--- src/pkg/fsps_pkg.sv ---
// Behaviour
// Reset fetch address is 0x0000 with fuse at 1, boot loader address with 0.
// Software has no write path to the boot vector fuse.
// Pointer low bits pick the word in a page, high bits pick the page.
// Target page is latched when an operation starts; later pointer changes are ignored.
// Program byte reads use pointer bit 0 to pick the byte of a word.
// Software erases a page before writing it; buffer fill may precede or follow erase.
// Page buffer accepts word loads in any order.
// Pattern X0000011 then store within four clocks erases the pointer's page.
// Pattern 00000001 then store within four clocks loads data word into buffer.
// Buffer clears after page write, on region re-enable, and on reset.
// Software loads each buffer word at most once between buffer clears.
// An EEPROM write during page loading discards all loaded words.
// Pattern X0000101 then store within four clocks writes the pointer's page.
// Operations on the halt-on-write region stall the processor until done.
// Enabled completion interrupt stays high while the enable bit is clear.
// During erase or write the region is blocked and busy flag reads set.
// Busy flag stays set after completion until region re-enable command.
// Pattern X0001001 then store programs lock bits where data bits 5..0 are zero.
// Software should load pointer 0x0001 and data bits 7..6 high for lock writes.
// Lock bit programming leaves the whole flash readable.
// An active EEPROM write blocks every programming command.
// Software should wait for EEPROM write idle before writing the control register.
// Software gives erase and write of one update the same page address.
// Command and enable bits self-clear when no store follows within four cycles.
// Each erase, write or lock operation lasts between 3.7 ms and 4.5 ms.
// Enable bit stays set during an accepted operation and clears when it ends.
package fsps_pkg;

  localparam int DATA_W = 8;
  localparam int ADDR_W = 4;

  // Register offsets
  localparam logic [ADDR_W-1:0] REG_CTRL      = 4'h0;
  localparam logic [ADDR_W-1:0] REG_PTR_LO    = 4'h1;
  localparam logic [ADDR_W-1:0] REG_PTR_HI    = 4'h2;
  localparam logic [ADDR_W-1:0] REG_DAT_LO    = 4'h3;
  localparam logic [ADDR_W-1:0] REG_DAT_HI    = 4'h4;
  localparam logic [ADDR_W-1:0] REG_STORE     = 4'h5;
  localparam logic [ADDR_W-1:0] REG_PROG_BYTE = 4'h6;
  localparam logic [ADDR_W-1:0] REG_BUF_BYTE  = 4'h7;

  // Control register fields
  localparam int CTRL_EN   = 0;
  localparam int CTRL_BUSY = 6;
  localparam int CTRL_IE   = 7;
  localparam int CMD_W     = 5;

  // Command patterns on control bits 4..0
  localparam logic [CMD_W-1:0] CMD_LOAD  = 5'h01;
  localparam logic [CMD_W-1:0] CMD_ERASE = 5'h03;
  localparam logic [CMD_W-1:0] CMD_WRITE = 5'h05;
  localparam logic [CMD_W-1:0] CMD_LOCK  = 5'h09;
  localparam logic [CMD_W-1:0] CMD_REEN  = 5'h11;

  localparam logic [2:0] STORE_WINDOW = 3'h4;

  // Programming time
  localparam int CLK_PERIOD_NS = 10;
  localparam int PROG_MIN_NS   = 3700000;
  localparam int PROG_MAX_NS   = 4500000;
  localparam int PROG_MIN_CYC  = (PROG_MIN_NS + CLK_PERIOD_NS - 1) / CLK_PERIOD_NS;
  localparam int PROG_MAX_CYC  = PROG_MAX_NS / CLK_PERIOD_NS;

  localparam logic [15:0] APP_RESET_ADDR = 16'h0000;
  localparam logic [15:0] ERASED_WORD    = 16'hffff;
  localparam int          LOCK_W         = 6;
  localparam logic [5:0]  LOCK_RESET     = 6'h3f;

  // Operation kind shown on o_prog_kind
  localparam logic [1:0] KIND_NONE  = 2'h0;
  localparam logic [1:0] KIND_ERASE = 2'h1;
  localparam logic [1:0] KIND_WRITE = 2'h2;
  localparam logic [1:0] KIND_LOCK  = 2'h3;

  typedef enum logic [0:0] {FSPS_IDLE, FSPS_BUSY} fsps_state_e;

  // Pick one byte of a flash word
  function automatic logic [7:0] fsps_byte_sel(input logic [15:0] w, input logic hi);
    fsps_byte_sel = hi ? w[15:8] : w[7:0];
  endfunction : fsps_byte_sel

endpackage : fsps_pkg

--- src/pkg/fsps_buf_if.sv ---
`timescale 1ns/100ps
`default_nettype none
interface fsps_buf_if #(parameter int WORD_BITS = 7);
  logic                 we;
  logic [WORD_BITS-1:0] widx;
  logic [15:0]          wdata;
  logic                 clr;
  logic [WORD_BITS-1:0] ridx;
  logic [15:0]          rdata;
  logic                 any_loaded;
  modport ctrl (output we, widx, wdata, clr, ridx, input rdata, any_loaded);
  modport mem  (input we, widx, wdata, clr, ridx, output rdata, any_loaded);
endinterface : fsps_buf_if
`default_nettype wire

--- src/hw/fsps_page_buffer.sv ---
`timescale 1ns/100ps
`default_nettype none
module fsps_page_buffer #(
  parameter int WORD_BITS = 7
) (
  input wire logic i_ref_clk,
  input wire logic i_nrst,
  fsps_buf_if.mem  bus
);
  import fsps_pkg::*;

  logic [15:0]              mem [2**WORD_BITS];
  logic [2**WORD_BITS-1:0]  loaded;

  // Per-word loaded marks; clearing them empties the buffer at once
  always_ff @(posedge i_ref_clk or negedge i_nrst) begin
    if (!i_nrst) begin
      loaded <= '0;
    end else if (bus.clr) begin
      loaded <= '0;
    end else if (bus.we) begin
      loaded[bus.widx] <= 1'b1;
    end
  end

  // Any word index may be written at any time
  always_ff @(posedge i_ref_clk) begin
    if (bus.we) begin
      mem[bus.widx] <= bus.wdata;
    end
  end

  // Unloaded words read as erased, so no data array reset is needed
  assign bus.rdata      = loaded[bus.ridx] ? mem[bus.ridx] : ERASED_WORD;
  assign bus.any_loaded = |loaded;

endmodule : fsps_page_buffer
`default_nettype wire

--- src/hw/fsps_op_timer.sv ---
`timescale 1ns/100ps
`default_nettype none
module fsps_op_timer #(
  parameter int CYCLES = fsps_pkg::PROG_MIN_CYC
) (
  input  wire logic i_ref_clk,
  input  wire logic i_nrst,
  input  wire logic i_start,
  output logic      o_done
);
  localparam int CW = $clog2(CYCLES + 1);

  logic [CW-1:0] cnt;

  // Down counter; done pulses in the last counted cycle
  always_ff @(posedge i_ref_clk or negedge i_nrst) begin
    if (!i_nrst) begin
      cnt <= '0;
    end else if (i_start) begin
      cnt <= CW'(CYCLES);
    end else if (cnt != '0) begin
      cnt <= cnt - CW'(1);
    end
  end

  assign o_done = (cnt == CW'(1));

endmodule : fsps_op_timer
`default_nettype wire

--- src/hw/fsps_sequencer.sv ---
// The address-and-strobe port and the register addresses are this design's own decisions.
`timescale 1ns/100ps
`default_nettype none
module fsps_sequencer #(
  parameter int          WORD_BITS       = 7,
  parameter int          PROG_CYCLES     = fsps_pkg::PROG_MIN_CYC,
  parameter logic [15:0] BOOT_RESET_ADDR = 16'hf000,
  parameter logic [7:0]  HALT_ON_WRITE_REGION_FIRST_PAGE = 8'he0
) (
  input  wire logic                        i_ref_clk,
  input  wire logic                        i_nrst,
  input  wire logic [fsps_pkg::ADDR_W-1:0] i_addr,
  input  wire logic [fsps_pkg::DATA_W-1:0] i_wdata,
  input  wire logic                        i_wr,
  input  wire logic                        i_rd,
  output logic      [fsps_pkg::DATA_W-1:0] o_rdata,
  input  wire logic                        i_boot_vector_select_fuse,
  input  wire logic                        i_eeprom_write_active_flag,
  input  wire logic [15:0]                 i_flash_rword,
  output logic      [14:0]                 o_flash_raddr,
  output logic      [15:0]                 o_reset_vector,
  output logic                             o_reset_vector_valid,
  output logic                             o_irq,
  output logic                             o_cpu_halt,
  output logic                             o_rww_blocked,
  output logic                             o_prog_start,
  output logic      [1:0]                  o_prog_kind,
  output logic      [14-WORD_BITS:0]       o_prog_page,
  output logic      [fsps_pkg::LOCK_W-1:0] o_lock_bits
);
  import fsps_pkg::*;

  localparam int PAGE_W = 15 - WORD_BITS;

  fsps_buf_if #(.WORD_BITS(WORD_BITS)) buf_bus ();

  fsps_state_e state;

  logic [7:0]           pointer_low_byte;
  logic [7:0]           pointer_high_byte;
  logic [7:0]           data_low_reg;
  logic [7:0]           data_high_reg;
  logic [CMD_W-1:0]     cmd_bits;
  logic                 irq_enable;
  logic                 region_busy_flag;
  logic [2:0]           store_window;
  logic                 vector_taken;
  logic                 op_done;

  logic [15:0]          pointer;
  logic [PAGE_W-1:0]    page_index_field;
  logic [WORD_BITS-1:0] word_in_page_field;
  logic                 selfprog_enable_bit;
  logic                 ctrl_write;
  logic                 store_op;
  logic                 store_ok;
  logic                 go_load;
  logic                 go_erase;
  logic                 go_write;
  logic                 go_lock;
  logic                 go_reen;
  logic                 go_prog;
  logic [7:0]           ctrl_view;

  // Pointer fields: byte bit 0, word field, then page field
  assign pointer            = {pointer_high_byte, pointer_low_byte};
  assign word_in_page_field = pointer[WORD_BITS:1];
  assign page_index_field   = pointer[15:WORD_BITS+1];

  assign selfprog_enable_bit = cmd_bits[CTRL_EN];

  // Store is only honoured inside the window after a control write
  assign ctrl_write = i_wr && (i_addr == REG_CTRL);
  assign store_op   = i_wr && (i_addr == REG_STORE);
  assign store_ok   = store_op && (store_window != 3'h0) && (state == FSPS_IDLE)
                      && !i_eeprom_write_active_flag;

  // Command decode from the armed control pattern
  assign go_load  = store_ok && (cmd_bits == CMD_LOAD);
  assign go_erase = store_ok && (cmd_bits == CMD_ERASE);
  assign go_write = store_ok && (cmd_bits == CMD_WRITE);
  assign go_lock  = store_ok && (cmd_bits == CMD_LOCK);
  assign go_reen  = store_ok && (cmd_bits == CMD_REEN);
  assign go_prog  = go_erase || go_write || go_lock;

  // Busy flag lives in bit 6; bit 5 reads zero
  assign ctrl_view = {irq_enable, region_busy_flag, 1'b0, cmd_bits};

  fsps_page_buffer #(
    .WORD_BITS (WORD_BITS)
  ) u_page_buffer (
    .i_ref_clk (i_ref_clk),
    .i_nrst    (i_nrst),
    .bus       (buf_bus)
  );

  fsps_op_timer #(
    .CYCLES    (PROG_CYCLES)
  ) u_op_timer (
    .i_ref_clk (i_ref_clk),
    .i_nrst    (i_nrst),
    .i_start   (go_prog),
    .o_done    (op_done)
  );

  // Buffer port: word field picks the slot, data pair is the word
  assign buf_bus.we    = go_load && !i_eeprom_write_active_flag;
  assign buf_bus.widx  = word_in_page_field;
  assign buf_bus.wdata = {data_high_reg, data_low_reg};
  assign buf_bus.ridx  = word_in_page_field;

  // Clear after page write, on re-enable, or when EEPROM write hits loading
  assign buf_bus.clr = (op_done && (o_prog_kind == KIND_WRITE))
                       || go_reen
                       || (i_eeprom_write_active_flag && buf_bus.any_loaded);

  // Boot vector is taken once after reset release; fuse is input only
  always_ff @(posedge i_ref_clk or negedge i_nrst) begin
    if (!i_nrst) begin
      vector_taken         <= 1'b0;
      o_reset_vector       <= APP_RESET_ADDR;
      o_reset_vector_valid <= 1'b0;
    end else if (!vector_taken) begin
      vector_taken         <= 1'b1;
      o_reset_vector_valid <= 1'b1;
      o_reset_vector       <= i_boot_vector_select_fuse ? APP_RESET_ADDR
                                                        : BOOT_RESET_ADDR;
    end
  end

  // Pointer and data pair, plain software storage
  always_ff @(posedge i_ref_clk or negedge i_nrst) begin
    if (!i_nrst) begin
      pointer_low_byte  <= 8'h00;
      pointer_high_byte <= 8'h00;
      data_low_reg      <= 8'h00;
      data_high_reg     <= 8'h00;
    end else if (i_wr) begin
      case (i_addr)
        REG_PTR_LO: begin
          pointer_low_byte <= i_wdata;
        end
        REG_PTR_HI: begin
          pointer_high_byte <= i_wdata;
        end
        REG_DAT_LO: begin
          data_low_reg <= i_wdata;
        end
        REG_DAT_HI: begin
          data_high_reg <= i_wdata;
        end
        default: begin
        end
      endcase
    end
  end

  // Store window counts down from each accepted control write
  always_ff @(posedge i_ref_clk or negedge i_nrst) begin
    if (!i_nrst) begin
      store_window <= 3'h0;
    end else if (ctrl_write && (state == FSPS_IDLE) && !i_eeprom_write_active_flag) begin
      store_window <= STORE_WINDOW;
    end else if (store_op || (store_window == 3'h0)) begin
      store_window <= 3'h0;
    end else begin
      store_window <= store_window - 3'h1;
    end
  end

  // Command and enable bits: armed by writes, dropped on timeout, on finish or on a store that starts no operation
  always_ff @(posedge i_ref_clk or negedge i_nrst) begin
    if (!i_nrst) begin
      cmd_bits <= '0;
    end else if (state == FSPS_BUSY) begin
      if (op_done) begin
        cmd_bits <= '0;
      end
    end else if (ctrl_write && !i_eeprom_write_active_flag) begin
      cmd_bits <= i_wdata[CMD_W-1:0];
    end else if (go_prog) begin
      cmd_bits <= cmd_bits;
    end else if (store_op) begin
      cmd_bits <= '0;
    end else if (store_window == 3'h1) begin
      cmd_bits <= '0;
    end
  end

  // Interrupt enable is plain storage, writable even while busy
  always_ff @(posedge i_ref_clk or negedge i_nrst) begin
    if (!i_nrst) begin
      irq_enable <= 1'b0;
    end else if (ctrl_write) begin
      irq_enable <= i_wdata[CTRL_IE];
    end
  end

  // Sequencer state: idle or one timed flash operation
  always_ff @(posedge i_ref_clk or negedge i_nrst) begin
    if (!i_nrst) begin
      state <= FSPS_IDLE;
    end else begin
      case (state)
        FSPS_IDLE: begin
          if (go_prog) begin
            state <= FSPS_BUSY;
          end
        end
        FSPS_BUSY: begin
          if (op_done) begin
            state <= FSPS_IDLE;
          end
        end
        default: begin
          state <= FSPS_IDLE;
        end
      endcase
    end
  end

  // Target page and kind latched at start so the pointer is free again
  always_ff @(posedge i_ref_clk or negedge i_nrst) begin
    if (!i_nrst) begin
      o_prog_page <= '0;
      o_prog_kind <= KIND_NONE;
    end else if (go_erase || go_write) begin
      o_prog_page <= page_index_field;
      o_prog_kind <= go_erase ? KIND_ERASE : KIND_WRITE;
    end else if (go_lock) begin
      o_prog_kind <= KIND_LOCK;
    end else if (op_done) begin
      o_prog_kind <= KIND_NONE;
    end
  end

  // Start pulse to the flash array, one cycle
  always_ff @(posedge i_ref_clk or negedge i_nrst) begin
    if (!i_nrst) begin
      o_prog_start <= 1'b0;
    end else begin
      o_prog_start <= go_prog;
    end
  end

  // Lock bits only go from one to zero; pointer is ignored here
  always_ff @(posedge i_ref_clk or negedge i_nrst) begin
    if (!i_nrst) begin
      o_lock_bits <= LOCK_RESET;
    end else if (go_lock) begin
      o_lock_bits <= o_lock_bits & data_low_reg[LOCK_W-1:0];
    end
  end

  // Region busy from erase or write start until the re-enable command
  always_ff @(posedge i_ref_clk or negedge i_nrst) begin
    if (!i_nrst) begin
      region_busy_flag <= 1'b0;
    end else if (go_erase || go_write) begin
      region_busy_flag <= 1'b1;
    end else if (go_reen) begin
      region_busy_flag <= 1'b0;
    end
  end

  // Reads are blocked only while erase or write runs, never for lock bits
  always_ff @(posedge i_ref_clk or negedge i_nrst) begin
    if (!i_nrst) begin
      o_rww_blocked <= 1'b0;
    end else if (go_erase || go_write) begin
      o_rww_blocked <= 1'b1;
    end else if (op_done || go_lock) begin
      o_rww_blocked <= 1'b0;
    end
  end

  // Halt the core when the target page is in the halt-on-write region
  always_ff @(posedge i_ref_clk or negedge i_nrst) begin
    if (!i_nrst) begin
      o_cpu_halt <= 1'b0;
    end else if (go_erase || go_write) begin
      o_cpu_halt <= (page_index_field >= HALT_ON_WRITE_REGION_FIRST_PAGE[PAGE_W-1:0]);
    end else if (op_done) begin
      o_cpu_halt <= 1'b0;
    end
  end

  // Level interrupt while enabled and the enable bit is clear
  always_ff @(posedge i_ref_clk or negedge i_nrst) begin
    if (!i_nrst) begin
      o_irq <= 1'b0;
    end else begin
      o_irq <= irq_enable && !selfprog_enable_bit;
    end
  end

  // Flash word address for byte reads tracks the pointer
  always_ff @(posedge i_ref_clk or negedge i_nrst) begin
    if (!i_nrst) begin
      o_flash_raddr <= '0;
    end else begin
      o_flash_raddr <= pointer[15:1];
    end
  end

  // Read data in the cycle after the strobe; unmapped reads return zero
  always_ff @(posedge i_ref_clk or negedge i_nrst) begin
    if (!i_nrst) begin
      o_rdata <= '0;
    end else if (i_rd) begin
      case (i_addr)
        REG_CTRL: begin
          o_rdata <= ctrl_view;
        end
        REG_PTR_LO: begin
          o_rdata <= pointer_low_byte;
        end
        REG_PTR_HI: begin
          o_rdata <= pointer_high_byte;
        end
        REG_DAT_LO: begin
          o_rdata <= data_low_reg;
        end
        REG_DAT_HI: begin
          o_rdata <= data_high_reg;
        end
        REG_PROG_BYTE: begin
          o_rdata <= fsps_byte_sel(i_flash_rword, pointer[0]);
        end
        REG_BUF_BYTE: begin
          o_rdata <= fsps_byte_sel(buf_bus.rdata, pointer[0]);
        end
        default: begin
          o_rdata <= '0;
        end
      endcase
    end else begin
      o_rdata <= '0;
    end
  end

endmodule : fsps_sequencer
`default_nettype wire

--- config.mk ---
export PLATFORM = sky130hd
export DESIGN_NAME = fsps_sequencer
export DESIGN_NICKNAME = d
export VERILOG_FILES = /design/src/pkg/fsps_pkg.sv /design/src/pkg/fsps_buf_if.sv /design/src/hw/fsps_page_buffer.sv /design/src/hw/fsps_op_timer.sv /design/src/hw/fsps_sequencer.sv
export SDC_FILE = /design/constraint.sdc
export NUM_CORES = 2
export LEC_CHECK = 0
export ABC_CLOCK_PERIOD_IN_PS = 7340
export BUFFER_PORTS_ARGS = -buffer_cell sky130_fd_sc_hd__clkbuf_2
export CORE_AREA = 2 2 451 453
export DETAILED_ROUTE_END_ITERATION = 8
export DIE_AREA = 0 0 453 455
export SYNTH_ARGS = -nofsm -noshare
export SYNTH_HDL_FRONTEND = slang
export SYNTH_SLANG_ARGS = --single-unit
--- constraint.sdc ---
create_clock -name i_ref_clk -period 7.34 [get_ports i_ref_clk]
set_clock_uncertainty 0.2 [all_clocks]
set_input_delay 0 -clock i_ref_clk [delete_from_list [all_inputs] [get_ports i_ref_clk]]
set_output_delay 0 -clock i_ref_clk [all_outputs]
set_load 0.02 [all_outputs]
==> reports/metrics.cfg <==
[sta]
hold_violations = 0
drv_slew = 3
fin_crit_sh_pct = 71.68
rsz0062_at_grt = false
fin_ws_ps = 2079
worst_pin_slew_ps = 1518
fin_crit_ps = 5261
finalSetupViolCount = 0
slew_headroom_pct = -2.505
tns_ps = 0
max_freq_mhz = 190.1

[worst_setup_path]
cp_common_cell = buf_4
setup.worst_path.class = flip-flop to flip-flop
critPathLaunchType = flip-flop
cp_max_fo = 32
worstSetupEndpointType = flip-flop
cpPeakStageDelay_ps = 880
critical_path_buf_inv_count = 4
cpMaxStageDelayCell = dfrtp_4
path_cells = buf_4 > and3b_2 > buf_4 > buf_4 > a221oi_1 > o21ai_0 > nand3_1 > a21oi_1 > o31ai_1 > a21oi_1 > dlygate4sd3_1
cp.required_ps = 7930
critical_path.top_delay_family = buffers and inverters
worst_ep_arrival_time_ps = 5850

[floorplan]
die_w_um = 453
die_h_um = 455
num_rows = 165
core-area_sq_um = 201300
initial_utilization_pct = 44.83
num_io_pins = 94
fp.dieArea_sq_um = 206100

[logic_synthesis]
synth_cells = 5164
avgSynthCellArea_sq_um = 17.47
synth_area_sq_um = 90240
muxShareOfSynthArea_pct = 9.161
synth_edf_count = 2048
synth.distinct_cells = 94
ys.flop_type = edfxtp_1
synthArstFlopShare_pct = 10.33
synth-seq-cells = 2284
synthAdderAreaFrac_pct = 0.06933
synth_top_family_by_area = compound AO/OA/AOI/OAI gates
synth-simple-area-share_pct = 3.217
synth_xor_xnor_area_share_pct = 0.1165
seq_area_frac_synth_pct = 74.71
yosysWarnings = 0
synth_compound_gate_area_share_pct = 10.03

[final_layout]
top_regs = u_page_buffer.mem: 2048 flops, u_page_buffer.loaded: 128 flops, u_op_timer.cnt: 19 flops
regArea_sq_um = 67490
finalNetCount = 5457
largest_register_ffs = 2048
drive_gt1_share_pct = 19.76
nFillCells = 16410
final_cell_area_sq_um = 101600
multiInputGateArea_sq_um = 20770
syn2layout_area_growth_pct = 12.59
regMostFlops = u_page_buffer.mem

[placed_design]
post-dp-hpwl_mm = 165.7
port_buffers = 81
placed_area_sq_um = 94080
dp_slack_ps = 2446
gp_congestion = 0.9248

[global_route]
grt_pass1_vias = 51350
grt_overflow = 0
grt_use_total_pct = 27.10
grt_pass1_wl_mm = 397.1
grt_max_degree = 134
antenna_found_initial = 11

[route]
via_count = 53240
drtAntennaViolNets = 0
vias_per_cell = 6.429
drc_errors = 0
drtIter0Drc = 8143
drt-total-wl_mm = 283.5
first_pass_iters = 9
wl_per_cell_um = 34.24

[cts]
cts_made_buffers = 221
htreeDepth = 4
clkTransAtPathRegs_ps = 60
tritoncts = done
cts_sinks = 2284
root_buffer = clkbuf_16
clock_path_buffers = 3
cts_setup_buffers = 0
clkLatencyLatePin_ps = 870

[pwr]
p_seq_share_pct = 47.3
ir_drop_mv = 0.2459
total_power_mw = 32.74
combPwrFrac_pct = 18.7
swShare_pct = 29.97
leakage_nw = 33.51
p_clk_share_pct = 34.0
power_density_nw_per_um2 = 322.3
p_int_mw = 22.93
p_sw_mw = 9.813

[flow_run]
drv_cap = 2

[status]
violations = capacitance limit, slew limit
status = complete, but fails checks

[min_path]
hold_class = input pin to flip-flop

-- cells by family (layout without fill, tap and decap cells) --
| kind of cell | after synthesis | in the layout |
|---|---|---|
| AO/OA/AOI/OAI | 1235 | 1235 |
| XOR/XNOR | 12 | 12 |
| adder cells (fa/ha/maj) | 5 | 5 |
| buffers and inverters | 378 | 809 |
| flip-flops | 2284 | 2284 |
| multiplexers | 623 | 623 |
| other | 2 | 16 |
| AND/OR/NAND/NOR | 625 | 625 |
-- cell usage after synthesis, types with 15 or more instances --
library cell,count,share of area [%]
mux2i_1,272,3.0
mux4_2,138,3.4
o21a_1,139,1.2
nand3_1,37,0.21
nor3_1,15,0.083
nand4_1,19,0.13
buf_6,55,0.69
edfxtp_1,2048,68
nor2b_1,17,0.12
buf_4,62,0.52
o221ai_1,21,0.20
a211oi_1,25,0.21
a22oi_1,92,0.77
buf_2,123,0.68
nor4_1,47,0.33
o22ai_1,20,0.14
a221oi_1,241,2.3
dfrtp_1,230,6.4
o211ai_1,37,0.31
a22o_1,48,0.47
a21oi_1,200,1.1
o2bb2ai_1,32,0.31
a31oi_1,33,0.23
o21ai_0,161,0.89
clkbuf_1,92,0.38
nor2_1,264,1.1
nand2_1,155,0.64
a221o_1,46,0.51
a222oi_1,16,0.18
mux2_2,191,2.4
-- power groups by stage --
stage	clock network (mW)	registers (mW)	logic [mW]
after floorplan	0	15.7	3.27
after global placement	0	15.7	5.92
after detailed placement	0	15.8	5.94
after CTS	11.2	15.5	5.99
after global routing	11.7	15.5	6.27
final	11.1	15.5	6.13
-- final cells by class --
cell class / instances / share of cell area [%]
Multi-Input combinational cell: 2513 / 20.44
Inverter: 17 / 0.07020
Clock inverter: 108 / 0.9939
Clock buffer: 303 / 5.889
Tap cell: 2672 / 3.291
Sequential cell: 2284 / 66.43
Timing Repair Buffer: 381 / 2.877
Antenna cell: 3 / 0.007389
-- worst paths after layout --
| check | startpoint | end | slack (ps) | cells past startpoint |
|---|---|---|---|---|
| max reg2reg | pointer_low_byte[3] | o_rdata[5] | 2080 | 11 |
| min | i_wr | store_window[2] | 60 | 5 |
| max in group asynchronous | i_nrst | pointer_low_byte[4] | 6010 | 4 |
| min reg2reg | page_index_field[0] | o_flash_raddr[7] | 240 | 0 |
| max | pointer_low_byte[3] | o_rdata[5] | 2080 | 11 |
| min in group asynchronous | i_nrst | o_flash_raddr[11] | 100 | 4 |
-- metrics by stage --
| step | utilization [%] | std cells | hold WS [ps] |
|---|---|---|---|
| detailed placement | 46.74 | 7817 | -82.37 |
| CTS | 50.47 | 8278 | 8.899 |
| floorplan | - | 5175 | -495.6 |
| global route | 50.47 | 8278 | 74.04 |
| finish | 50.47 | 8281 | 59.52 |
| global placement | 46.74 | 7817 | -92.94 |
-- worst reg2reg max path, delay by kind of cell (launching register included) --
kind	cells	cell delay (ps)
buf+inv	4	1740
flops	1	880
simple gates	2	1010
compound gates	5	1370
-- timing repair --
action                    4_1_cts  5_1_grt
resized for setup               0        0
hold buffers                   50        0
hold endpoints to repair      347        0
-- layout by cell type (no fill, tap or decap), types with 21 or more instances in the layout --
cell type | Yosys | final
a211oi_1 | 25 | 25
a21oi_1 | 200 | 200
a221o_1 | 46 | 46
a221oi_1 | 241 | 241
a22o_1 | 48 | 48
a22oi_1 | 92 | 92
a31oi_1 | 33 | 33
buf_4 | 62 | 241
clkbuf_1 | 92 | 72
clkbuf_16 | 0 | 225
clkbuf_2 | 0 | 80
clkinv_1 | 1 | 50
clkinv_2 | 0 | 32
dfrtp_1 | 230 | 209
dlygate4sd3_1 | 0 | 49
edfxtp_1 | 2048 | 2048
mux2_2 | 191 | 191
mux2i_1 | 272 | 272
mux4_2 | 138 | 138
nand2_1 | 155 | 155
nand3_1 | 37 | 37
nor2_1 | 264 | 193
nor2_2 | 0 | 60
nor4_1 | 47 | 46
o211ai_1 | 37 | 37
o21a_1 | 139 | 139
o21ai_0 | 161 | 160
o221ai_1 | 21 | 21
o2bb2ai_1 | 32 | 32
-- routing by layer --
layer  routed length (um)  share of wire [%]  track usage [%]
met5                   45              0.016                0
met4                13700                4.8            11.80
met3                29350                 10            5.988
met2               129800                 46            41.80
met1               110600                 39            37.15
No activity file was read; power rests on OpenSTA's default activity.
